===== config.mk =====
export PLATFORM = sky130hd
export DESIGN_NAME = nfhc_host
export DESIGN_NICKNAME = d
export VERILOG_FILES = /design/src/rtl/nfhc_host.v
export VERILOG_INCLUDE_DIRS = /design/src /design/src/rtl
export SDC_FILE = /design/constraint.sdc
export NUM_CORES = 1
export LEC_CHECK = 0
export BUFFER_PORTS_ARGS = -buffer_cell sky130_fd_sc_hd__buf_2
export CORE_MARGIN = 1.5
export CORE_UTILIZATION = 35
export DETAILED_ROUTE_END_ITERATION = 6
export HOLD_SLACK_MARGIN = 0.12
export MAX_ROUTING_LAYER = met4
export PLACE_DENSITY = 0.57
export SLEW_MARGIN = 20
export SYNTH_ARGS = -nofsm -noshare
export SYNTH_HDL_FRONTEND = slang
export SYNTH_SLANG_ARGS = --single-unit

===== constraint.sdc =====
create_clock -name mclk -period 6.35 [get_ports mclk]
set_input_delay 0.635 -clock mclk [delete_from_list [all_inputs] [get_ports mclk]]
set_output_delay 0.635 -clock mclk [all_outputs]
set_load 0.005 [all_outputs]

===== src/rtl/nfhc_defines.vh =====
// constants for the nand program/erase host sequencer
`ifndef NFHC_DEFINES_VH
`define NFHC_DEFINES_VH
`define NFHC_CMD_READ0 8'h00
`define NFHC_CMD_PROG_IN 8'h80
`define NFHC_CMD_PROG_IN2 8'h81
`define NFHC_CMD_COL_CHG 8'h85
`define NFHC_CMD_PROG_GO 8'h10
`define NFHC_CMD_PROG_MID 8'h11
`define NFHC_CMD_CB_READ 8'h35
`define NFHC_CMD_ERASE 8'h60
`define NFHC_CMD_ERASE_GO 8'hd0
`define NFHC_CMD_STAT 8'h70
`define NFHC_CMD_STAT2 8'h71
`define NFHC_CMD_RESET 8'hff
`define NFHC_OP_PROG 3'h0
`define NFHC_OP_MPROG 3'h1
`define NFHC_OP_ERASE 3'h2
`define NFHC_OP_MERASE 3'h3
`define NFHC_OP_CBREAD 3'h4
`define NFHC_OP_CBPROG 3'h5
`define NFHC_OP_STATUS 3'h6
`define NFHC_OP_RESET 3'h7
`define NFHC_MAIN_BYTES 12'h200
`define NFHC_SPARE_BASE 12'h800
`define NFHC_SPARE_BYTES 12'h010
`define NFHC_PARITY_BASE 12'h840
`define NFHC_STROBE_CYC 4'h3
`endif


===== src/rtl/nfhc_host.v =====
// host sequencer driving a two-district nand for program, erase, copy-back
// What this block does
// - sector main and spare written together, except the second district of a multi program, which gets no 85h
// - data command, address, data, then confirm
// - only status or reset between 11 and 81
// - one block per district, same page
// - multi program finished by confirm unless the busy wait after 11h times out
// - erase uses 60h, block address, d0h
// - multi erase ends with d0h; it never issues reset
// - copy-back program 85h, address, data, 10h
// - copy-back source and target share district
// - latches marked by cle, ale, chip select
// - five address cycles, column then row
`timescale 1ns/1ps
`include "nfhc_defines.vh"
module nfhc_host #(
   parameter BUSY_WAIT_MAX = 32'd5000000
) (
   input wire mclk,
   input wire rst,
   input wire cmd_valid,
   input wire [2:0] cmd_op,
   input wire [16:0] cmd_row_a,
   input wire [16:0] cmd_row_b,
   input wire [11:0] cmd_col,
   input wire [11:0] cmd_len,
   input wire [11:0] cmd_col2,
   input wire [11:0] cmd_len2,
   input wire wr_protect_off,
   output reg cmd_ready,
   output reg cmd_done,
   output reg cmd_error,
   output reg [7:0] status_q,
   input wire wdata_valid,
   input wire [7:0] wdata,
   output reg wdata_ready,
   output reg nand_ce_n,
   output reg nand_cle,
   output reg nand_ale,
   output reg nand_we_n,
   output reg read_strobe_low,
   output reg nand_wp_n,
   output reg [7:0] nand_io_out,
   output reg nand_io_oe,
   input wire [7:0] nand_io_in,
   input wire ready_busy_out
);
////////////////////////////////////////////////////////////////////////////
localparam S_IDLE = 4'h0;
localparam S_CMD = 4'h1;
localparam S_ADDR = 4'h2;
localparam S_DATA = 4'h3;
localparam S_WAIT = 4'h4;
localparam S_STAT = 4'h5;
localparam S_DONE = 4'h6;
localparam S_NEXT = 4'h7;
reg [3:0] st_q;
reg [3:0] ph_q;
reg [2:0] op_q;
reg [3:0] step_q;
reg [2:0] acnt_q;
reg [2:0] alen_q;
reg [11:0] bcnt_q;
reg [7:0] obyte_q;
reg [1:0] strb_q;
reg [3:0] tcnt_q;
reg [31:0] bwait_q;
reg [16:0] row_a_q, row_b_q;
reg [11:0] col_q, len_q, col2_q, len2_q;
reg bad_q;
// two-entry skid buffer between user data and the bus
reg [7:0] buf_d0_q, buf_d1_q;
reg [1:0] buf_n_q;
wire buf_take = (st_q == S_DATA) && (ph_q == 4'h0) && (buf_n_q != 2'h0);
wire buf_push = wdata_valid && wdata_ready;
wire [11:0] col_end = col_q + len_q;
wire [11:0] col2_end = col2_q + len2_q;
wire multi = (op_q == `NFHC_OP_MPROG) || (op_q == `NFHC_OP_MERASE);
// first data run reaching the parity area is refused up front; sector crossing is not checked
wire sect_ok = (len_q == 12'h000) ||
   (col_end <= `NFHC_PARITY_BASE);
wire dist_ok = !multi || (row_a_q[6] != row_b_q[6]);
wire page_ok = !multi || (op_q == `NFHC_OP_MERASE) ||
   (row_a_q[5:0] == row_b_q[5:0]);
wire cb_ok = (op_q != `NFHC_OP_CBPROG) ||
   (row_a_q[6] == row_b_q[6]);
////////////////////////////////////////////////////////////////////////////
// sequence table: for each op and step, the command byte and what follows
// follow: 0 status read, 1 full address, 2 column only, 3 row only, 5 busy
reg [7:0] seq_cmd;
reg [2:0] seq_fol;
reg seq_last;
always @* begin
   seq_cmd = `NFHC_CMD_STAT;
   seq_fol = 3'h0;
   seq_last = 1'b1;
   case (op_q)
      `NFHC_OP_PROG, `NFHC_OP_MPROG, `NFHC_OP_CBPROG: begin
         case (step_q)
            4'h0: begin
               seq_cmd = (op_q == `NFHC_OP_CBPROG) ? `NFHC_CMD_COL_CHG :
                  `NFHC_CMD_PROG_IN;
               seq_fol = 3'h1;
               seq_last = 1'b0;
            end
            4'h1: begin
               seq_cmd = `NFHC_CMD_COL_CHG;
               seq_fol = 3'h2;
               seq_last = 1'b0;
            end
            4'h2: begin
               seq_cmd = (op_q == `NFHC_OP_MPROG) ? `NFHC_CMD_PROG_MID :
                  `NFHC_CMD_PROG_GO;
               seq_fol = 3'h5;
               seq_last = (op_q != `NFHC_OP_MPROG);
            end
            4'h3: begin
               seq_cmd = `NFHC_CMD_PROG_IN2;
               seq_fol = 3'h1;
               seq_last = 1'b0;
            end
            default: begin
               seq_cmd = `NFHC_CMD_PROG_GO;
               seq_fol = 3'h5;
            end
         endcase
      end
      `NFHC_OP_ERASE, `NFHC_OP_MERASE: begin
         case (step_q)
            4'h0: begin
               seq_cmd = `NFHC_CMD_ERASE;
               seq_fol = 3'h3;
               seq_last = 1'b0;
            end
            4'h1: begin
               seq_cmd = (op_q == `NFHC_OP_MERASE) ? `NFHC_CMD_ERASE :
                  `NFHC_CMD_ERASE_GO;
               seq_fol = (op_q == `NFHC_OP_MERASE) ? 3'h3 : 3'h5;
               seq_last = (op_q != `NFHC_OP_MERASE);
            end
            default: begin
               seq_cmd = `NFHC_CMD_ERASE_GO;
               seq_fol = 3'h5;
            end
         endcase
      end
      `NFHC_OP_CBREAD: begin
         seq_cmd = (step_q == 4'h0) ? `NFHC_CMD_READ0 : `NFHC_CMD_CB_READ;
         seq_fol = (step_q == 4'h0) ? 3'h1 : 3'h5;
         seq_last = (step_q != 4'h0);
      end
      `NFHC_OP_RESET: begin
         seq_cmd = `NFHC_CMD_RESET;
         seq_fol = 3'h5;
      end
      default: begin
         seq_cmd = `NFHC_CMD_STAT2;
      end
   endcase
end
////////////////////////////////////////////////////////////////////////////
// address byte for acnt_q; second group uses row b
wire [16:0] cur_row = ((step_q == 4'h3) || (step_q == 4'h1 &&
   op_q == `NFHC_OP_MERASE)) ? row_b_q :
   (op_q == `NFHC_OP_CBPROG ? row_b_q : row_a_q);
wire [11:0] cur_col = (step_q == 4'h1) ? col2_q : col_q;
reg [7:0] abyte;
always @* begin
   abyte = 8'h00;
   case (acnt_q)
      3'h0: abyte = cur_col[7:0];
      3'h1: abyte = {4'h0, cur_col[11:8]};
      3'h2: abyte = cur_row[7:0];
      3'h3: abyte = cur_row[15:8];
      default: abyte = {7'h00, cur_row[16]};
   endcase
end
// row-only cycles start at index 2
wire [2:0] a_first = (seq_fol == 3'h3) ? 3'h2 : 3'h0;
wire [2:0] a_stop = (seq_fol == 3'h2) ? 3'h2 : 3'h5;
wire [11:0] data_n = (step_q == 4'h1) ? len2_q : len_q;
// only program-type ops have an optional 85h step; erase step 1 is real
wire skip_chg = (step_q == 4'h1) && (len2_q == 12'h000) &&
   (op_q == `NFHC_OP_PROG || op_q == `NFHC_OP_MPROG ||
   op_q == `NFHC_OP_CBPROG);
////////////////////////////////////////////////////////////////////////////
always @(posedge mclk or posedge rst) begin
   if (rst) begin
      st_q <= S_IDLE;
      ph_q <= 4'h0;
      op_q <= 3'h0;
      step_q <= 4'h0;
      acnt_q <= 3'h0;
      alen_q <= 3'h0;
      bcnt_q <= 12'h000;
      obyte_q <= 8'h00;
      strb_q <= 2'h0;
      tcnt_q <= 4'h0;
      bwait_q <= 32'h00000000;
      row_a_q <= 17'h00000;
      row_b_q <= 17'h00000;
      col_q <= 12'h000;
      len_q <= 12'h000;
      col2_q <= 12'h000;
      len2_q <= 12'h000;
      bad_q <= 1'b0;
      buf_d0_q <= 8'h00;
      buf_d1_q <= 8'h00;
      buf_n_q <= 2'h0;
      cmd_ready <= 1'b0;
      cmd_done <= 1'b0;
      cmd_error <= 1'b0;
      status_q <= 8'h00;
      wdata_ready <= 1'b0;
      nand_ce_n <= 1'b1;
      nand_cle <= 1'b0;
      nand_ale <= 1'b0;
      nand_we_n <= 1'b1;
      read_strobe_low <= 1'b1;
      nand_wp_n <= 1'b0;
      nand_io_out <= 8'h00;
      nand_io_oe <= 1'b0;
   end else begin
      cmd_done <= 1'b0;
      cmd_error <= 1'b0;
      nand_wp_n <= wr_protect_off;
      // buffer: pop when the bus takes a byte, push from the user
      case ({buf_push, buf_take})
         2'b10: begin
            if (buf_n_q == 2'h0) buf_d0_q <= wdata;
            else buf_d1_q <= wdata;
            buf_n_q <= buf_n_q + 2'h1;
         end
         2'b01: begin
            buf_d0_q <= buf_d1_q;
            buf_n_q <= buf_n_q - 2'h1;
         end
         2'b11: begin
            if (buf_n_q == 2'h1) buf_d0_q <= wdata;
            else begin
               buf_d0_q <= buf_d1_q;
               buf_d1_q <= wdata;
            end
         end
         default: begin
         end
      endcase
      wdata_ready <= (st_q == S_DATA) && ((buf_n_q + {1'b0, buf_push})
         < 2'h2 + {1'b0, buf_take});
      case (st_q)
         S_IDLE: begin
            cmd_ready <= 1'b1;
            nand_ce_n <= 1'b1;
            if (cmd_valid && cmd_ready) begin
               cmd_ready <= 1'b0;
               op_q <= cmd_op;
               row_a_q <= cmd_row_a;
               row_b_q <= cmd_row_b;
               col_q <= cmd_col;
               len_q <= cmd_len;
               col2_q <= cmd_col2;
               len2_q <= cmd_len2;
               step_q <= 4'h0;
               st_q <= S_NEXT;
            end
         end
         S_NEXT: begin
            bad_q <= !(sect_ok && dist_ok && page_ok && cb_ok);
            st_q <= (sect_ok && dist_ok && page_ok && cb_ok) ? S_CMD :
               S_DONE;
            nand_ce_n <= !(sect_ok && dist_ok && page_ok && cb_ok);
            ph_q <= 4'h0;
         end
         S_CMD: begin
            // one write strobe: setup, we low, we high, hold
            nand_cle <= 1'b1;
            nand_io_oe <= 1'b1;
            nand_io_out <= seq_cmd;
            ph_q <= ph_q + 4'h1;
            nand_we_n <= !(ph_q == 4'h1);
            if (skip_chg) begin
               step_q <= step_q + 4'h1;
               nand_cle <= 1'b0;
               ph_q <= 4'h0;
            end else if (ph_q == `NFHC_STROBE_CYC) begin
               nand_cle <= 1'b0;
               ph_q <= 4'h0;
               acnt_q <= a_first;
               alen_q <= a_stop;
               bcnt_q <= 12'h000;
               bwait_q <= 32'h00000000;
               case (seq_fol)
                  3'h0: st_q <= S_STAT;
                  3'h5: st_q <= S_WAIT;
                  default: st_q <= S_ADDR;
               endcase
            end
         end
         S_ADDR: begin
            nand_ale <= 1'b1;
            nand_io_out <= abyte;
            ph_q <= ph_q + 4'h1;
            nand_we_n <= !(ph_q == 4'h1);
            if (ph_q == `NFHC_STROBE_CYC) begin
               ph_q <= 4'h0;
               acnt_q <= acnt_q + 3'h1;
               if (acnt_q + 3'h1 == alen_q) begin
                  nand_ale <= 1'b0;
                  if (seq_fol == 3'h3 || op_q == `NFHC_OP_CBREAD ||
                     data_n == 12'h000) begin
                     step_q <= step_q + 4'h1;
                     st_q <= S_CMD;
                  end else
                     st_q <= S_DATA;
               end
            end
         end
         S_DATA: begin
            if (ph_q == 4'h0) begin
               if (buf_n_q != 2'h0) begin
                  nand_io_out <= buf_d0_q;
                  ph_q <= 4'h1;
               end
            end else begin
               ph_q <= ph_q + 4'h1;
               nand_we_n <= !(ph_q == 4'h1);
               if (ph_q == `NFHC_STROBE_CYC) begin
                  ph_q <= 4'h0;
                  bcnt_q <= bcnt_q + 12'h001;
                  if (bcnt_q + 12'h001 == data_n) begin
                     step_q <= step_q + 4'h1;
                     st_q <= S_CMD;
                  end
               end
            end
         end
         S_WAIT: begin
            // device pulls ready/busy low after confirm; give it time
            bwait_q <= bwait_q + 32'h00000001;
            if (bwait_q > {28'h0000000, `NFHC_STROBE_CYC} &&
               ready_busy_out) begin
               if (seq_last) begin
                  op_q <= (op_q == `NFHC_OP_RESET ||
                     op_q == `NFHC_OP_CBREAD) ? op_q : `NFHC_OP_STATUS;
                  st_q <= (op_q == `NFHC_OP_RESET ||
                     op_q == `NFHC_OP_CBREAD) ? S_DONE : S_CMD;
               end else begin
                  step_q <= step_q + 4'h1;
                  st_q <= S_CMD;
               end
            end else if (bwait_q == BUSY_WAIT_MAX) begin
               bad_q <= 1'b1;
               st_q <= S_DONE;
            end
         end
         S_STAT: begin
            // status_q keeps the byte read after 71h until the next status read, past reset, copy-back read and refused commands
            nand_io_oe <= 1'b0;
            ph_q <= ph_q + 4'h1;
            read_strobe_low <= !(ph_q == 4'h1 || ph_q == 4'h2);
            if (ph_q == `NFHC_STROBE_CYC) begin
               status_q <= nand_io_in;
               bad_q <= nand_io_in[0] | nand_io_in[1] |
                  nand_io_in[2];
               st_q <= S_DONE;
            end
         end
         default: begin
            nand_ce_n <= 1'b1;
            nand_io_oe <= 1'b0;
            read_strobe_low <= 1'b1;
            nand_we_n <= 1'b1;
            cmd_done <= 1'b1;
            cmd_error <= bad_q;
            bad_q <= 1'b0;
            st_q <= S_IDLE;
         end
      endcase
   end
end
endmodule // nfhc_host


==> metrics.cfg <==
[final_layout]
num-nets-final = 1522
multiInputGateArea_um2 = 5910
final_common_cell = nand2_1
layout_common_cells = nand2_1, dfrtp_1, buf_2
regArea_um2 = 4780
fill_cells = 3168
area_growth_pct = 14.4
drive_above_1_share_pct = 16.9

[cts]
cts_tree = yes
postCtsSetupBuffers = 0
root_buffer = clkbuf_16
cts_buffers = 17
postCtsHoldBufs = 0
htreeDepth = 4
clk_path_buf_depth = 2
cts_resized = 0
cts_sinks = 191
clk_pin_slew_worst_paths_ns = 0.08
worstSkewPairLatency_ns = 0.45

[placed_design]
io_buffers = 133
place.gp.congestion = 0.882
place_ws_ns = 2.77
dp_hpwl_um = 21900

[synth]
synth-edff-count = 0
seq_area_frac_synth_pct = 43.1
yosysWarningCount = 0
ys_top_cells_by_area = dfrtp_1, nand2_1, ha_1, o21ai_0, mux2_2
avgSynthCellArea_um2 = 8.65
syn_nets = 1423
ys_types = 88
synth-async-reset-ratio_pct = 100
synthCells = 1282
synth_top_area_share_pct = 42.4
synth-main-ff-cell = dfrtp_1
ys_ff_latch = 191
yosys.area.top_type = dfrtp_1
syn_area_um2 = 11100

[routing]
via_per_inst = 5.24
wl_per_cell_um = 16.9
drt_iter0_drc = 681
maxUsedRoutingLayer = met4
wl_met2_um = 13800
drc = 0
wl_met3_um = 1220
via_count = 9382
postRouteAntennaNets = 0
wl_um = 30200
wl_met1_um = 14700
drtPass1Iterations = 6

[run]
cap_viol_max_count = 0

[global_route]
grt_overflow = 0
grt_pass1_wl_um = 49600
grt_max_degree = 127
grt_antenna_before_repair = 1
grt_pass1_vias = 9155
grtUsageTotal_pct = 19.6

[critical_path]
critPathLaunchType = flip-flop
crit_path_max_incr_delay_ns = 0.74
crit_chain = nor2b_1 -> nand2_1 -> nor3_1 -> inv_1 -> ha_1 -> nand2_1 -> o211a_1 -> mux2_2
crit_path_max_fanout = 26
critPathArrivalTime_ns = 3.99
rr_endpoint = buf_d1_q[0]
cp_data_required_time_ns = 6.68
cp-end-kind = flip-flop
critPathTopFamily = simple AND/OR/NAND/NOR gates
crit_path_frequent_cell = nand2_1
critPathKind = reg2reg
rr_worst_depth = 8
rrSetupSlack_ns = 2.70
cp_num_buf_inv = 1
cp_slowest_cell = nor3_1
reg2reg_from = st_q[2]

[timing]
tns_ns = 0
fmaxAchievable_mhz = 274
skew_ns = 0.0159
hold_violations = 0
setup_slack_ns = 2.70
period_needed_ns = 3.65
period_share_pct = 57.5
drv_slew = 0
finalSetupViolCount = 0
relSlewSlack_pct = 27.2
rsz0062_at_grt = false
tightest_slew_ns = 1.08

[floorplan]
ios = 134
dieHeight_um = 181
num_rows = 64
core-area_um2 = 30900
start_util_pct = 35.9
die_w_um = 181
die_area_um2 = 32800

[min_path]
min_from = wr_protect_off
min_to = nand_wp_n
min_path_type = in2reg
hold_depth = 1

[power]
irDropWorstVdd_mv = 0.220
power_density_nw_per_um2 = 469
leakagePower_nw = 6.11

[run_status]
outcome = completed

==> where the power goes <==
part | leakage [nW] | switching, W | internal [W]
Clock | 0.295 | 0.000527 | 0.000580
Sequential | 2.46 | 0.000466 | 0.00164
Combinational | 3.35 | 0.00160 | 0.00113
==> area by class of cell <==
class | count | area share, %
clock buffer | 19 | 3.57
antenna | 1 | 0.0197
inverter | 34 | 1.07
clock inverter | 12 | 1.11
timing repair buffer | 146 | 6.05
tap | 396 | 3.91
multi-input combinational | 991 | 46.6
sequential | 191 | 37.7
==> how the worst max path moves through the flow <==
stage / cells after the start / start / slack [ns] / end
2_1_floorplan: 1 / rst / 0.52 / acnt_q[0]
3_3_place_gp: 8 / st_q[2] / 2.81 / buf_d1_q[1]
3_5_place_dp: 8 / st_q[2] / 2.77 / buf_d1_q[0]
4_1_cts: 8 / st_q[2] / 2.76 / buf_d1_q[1]
5_1_grt: 8 / st_q[2] / 2.36 / buf_d0_q[7]
6_report: 8 / st_q[2] / 2.70 / buf_d1_q[0]
==> layer usage <==
layer / global-route usage (%) / vias to the layer above
li1: - / 4663
met3: 3.49 / 26
met1: 26.5 / 4481
met5: - / -
met4: 5.13 / 0
met2: 30.3 / 212
==> Yosys cell counts (6+ instances only) <==
library cell,n
nor2_1,82
buf_2,14
o31ai_1,9
ha_1,33
xor2_1,36
o22ai_1,6
xnor2_1,20
nand2_1,336
nor4_1,13
dfrtp_1,188
nor2b_1,13
inv_1,32
a21oi_1,65
mux2_2,30
o21ai_1,6
nor3_1,14
mux2i_1,26
nand2b_1,15
o21ai_0,72
a22oi_1,9
nand3_1,35
clkbuf_1,43
and3_1,17
a221oi_1,8
nand4_1,19
nor3b_1,6
a31oi_1,7
==> sequential cells by signal, summed over array words and instances, names as in the netlist, 2 cells and up <==
signal       count
acnt_q           3
alen_q           2
bcnt_q          12
buf_d0_q         8
buf_d1_q         8
buf_n_q          2
bwait_q         32
col2_q          12
col_q           12
len2_q          12
len_q           12
nand_io_out      8
op_q             3
ph_q             4
row_a_q         17
row_b_q         17
st_q             3
status_q         8
step_q           4
==> metrics by stage <==
step / utilization [%] / instance area [um^2] / hold slack [ns] / instances / power, W
3_5_place_dp: 39.1 / 12100 / 0.459 / 1757 / 0.00484
5_1_grt: 41.0 / 12700 / 0.266 / 1790 / 0.00643
6_report: 41.0 / 12700 / 0.295 / 1790 / 0.00595
2_1_floorplan: - / 11100 / 0.440 / 1282 / 0.00404
4_1_cts: 41.0 / 12700 / 0.276 / 1788 / 0.00596
3_3_place_gp: 39.1 / 12100 / 0.457 / 1757 / 0.00480
==> cell families after synthesis <==
group	after synthesis	share of synthesized area (%)
AOI/OAI and AO/OA	250	14.8
xor gates and xnor gates	57	4.64
adders and majority gates	34	3.90
buffers and inverters	100	3.69
DFF	191	43.1
muxes	58	5.63
and+or+nand+nor	592	24.2
Power figures use the tool's default switching activity.
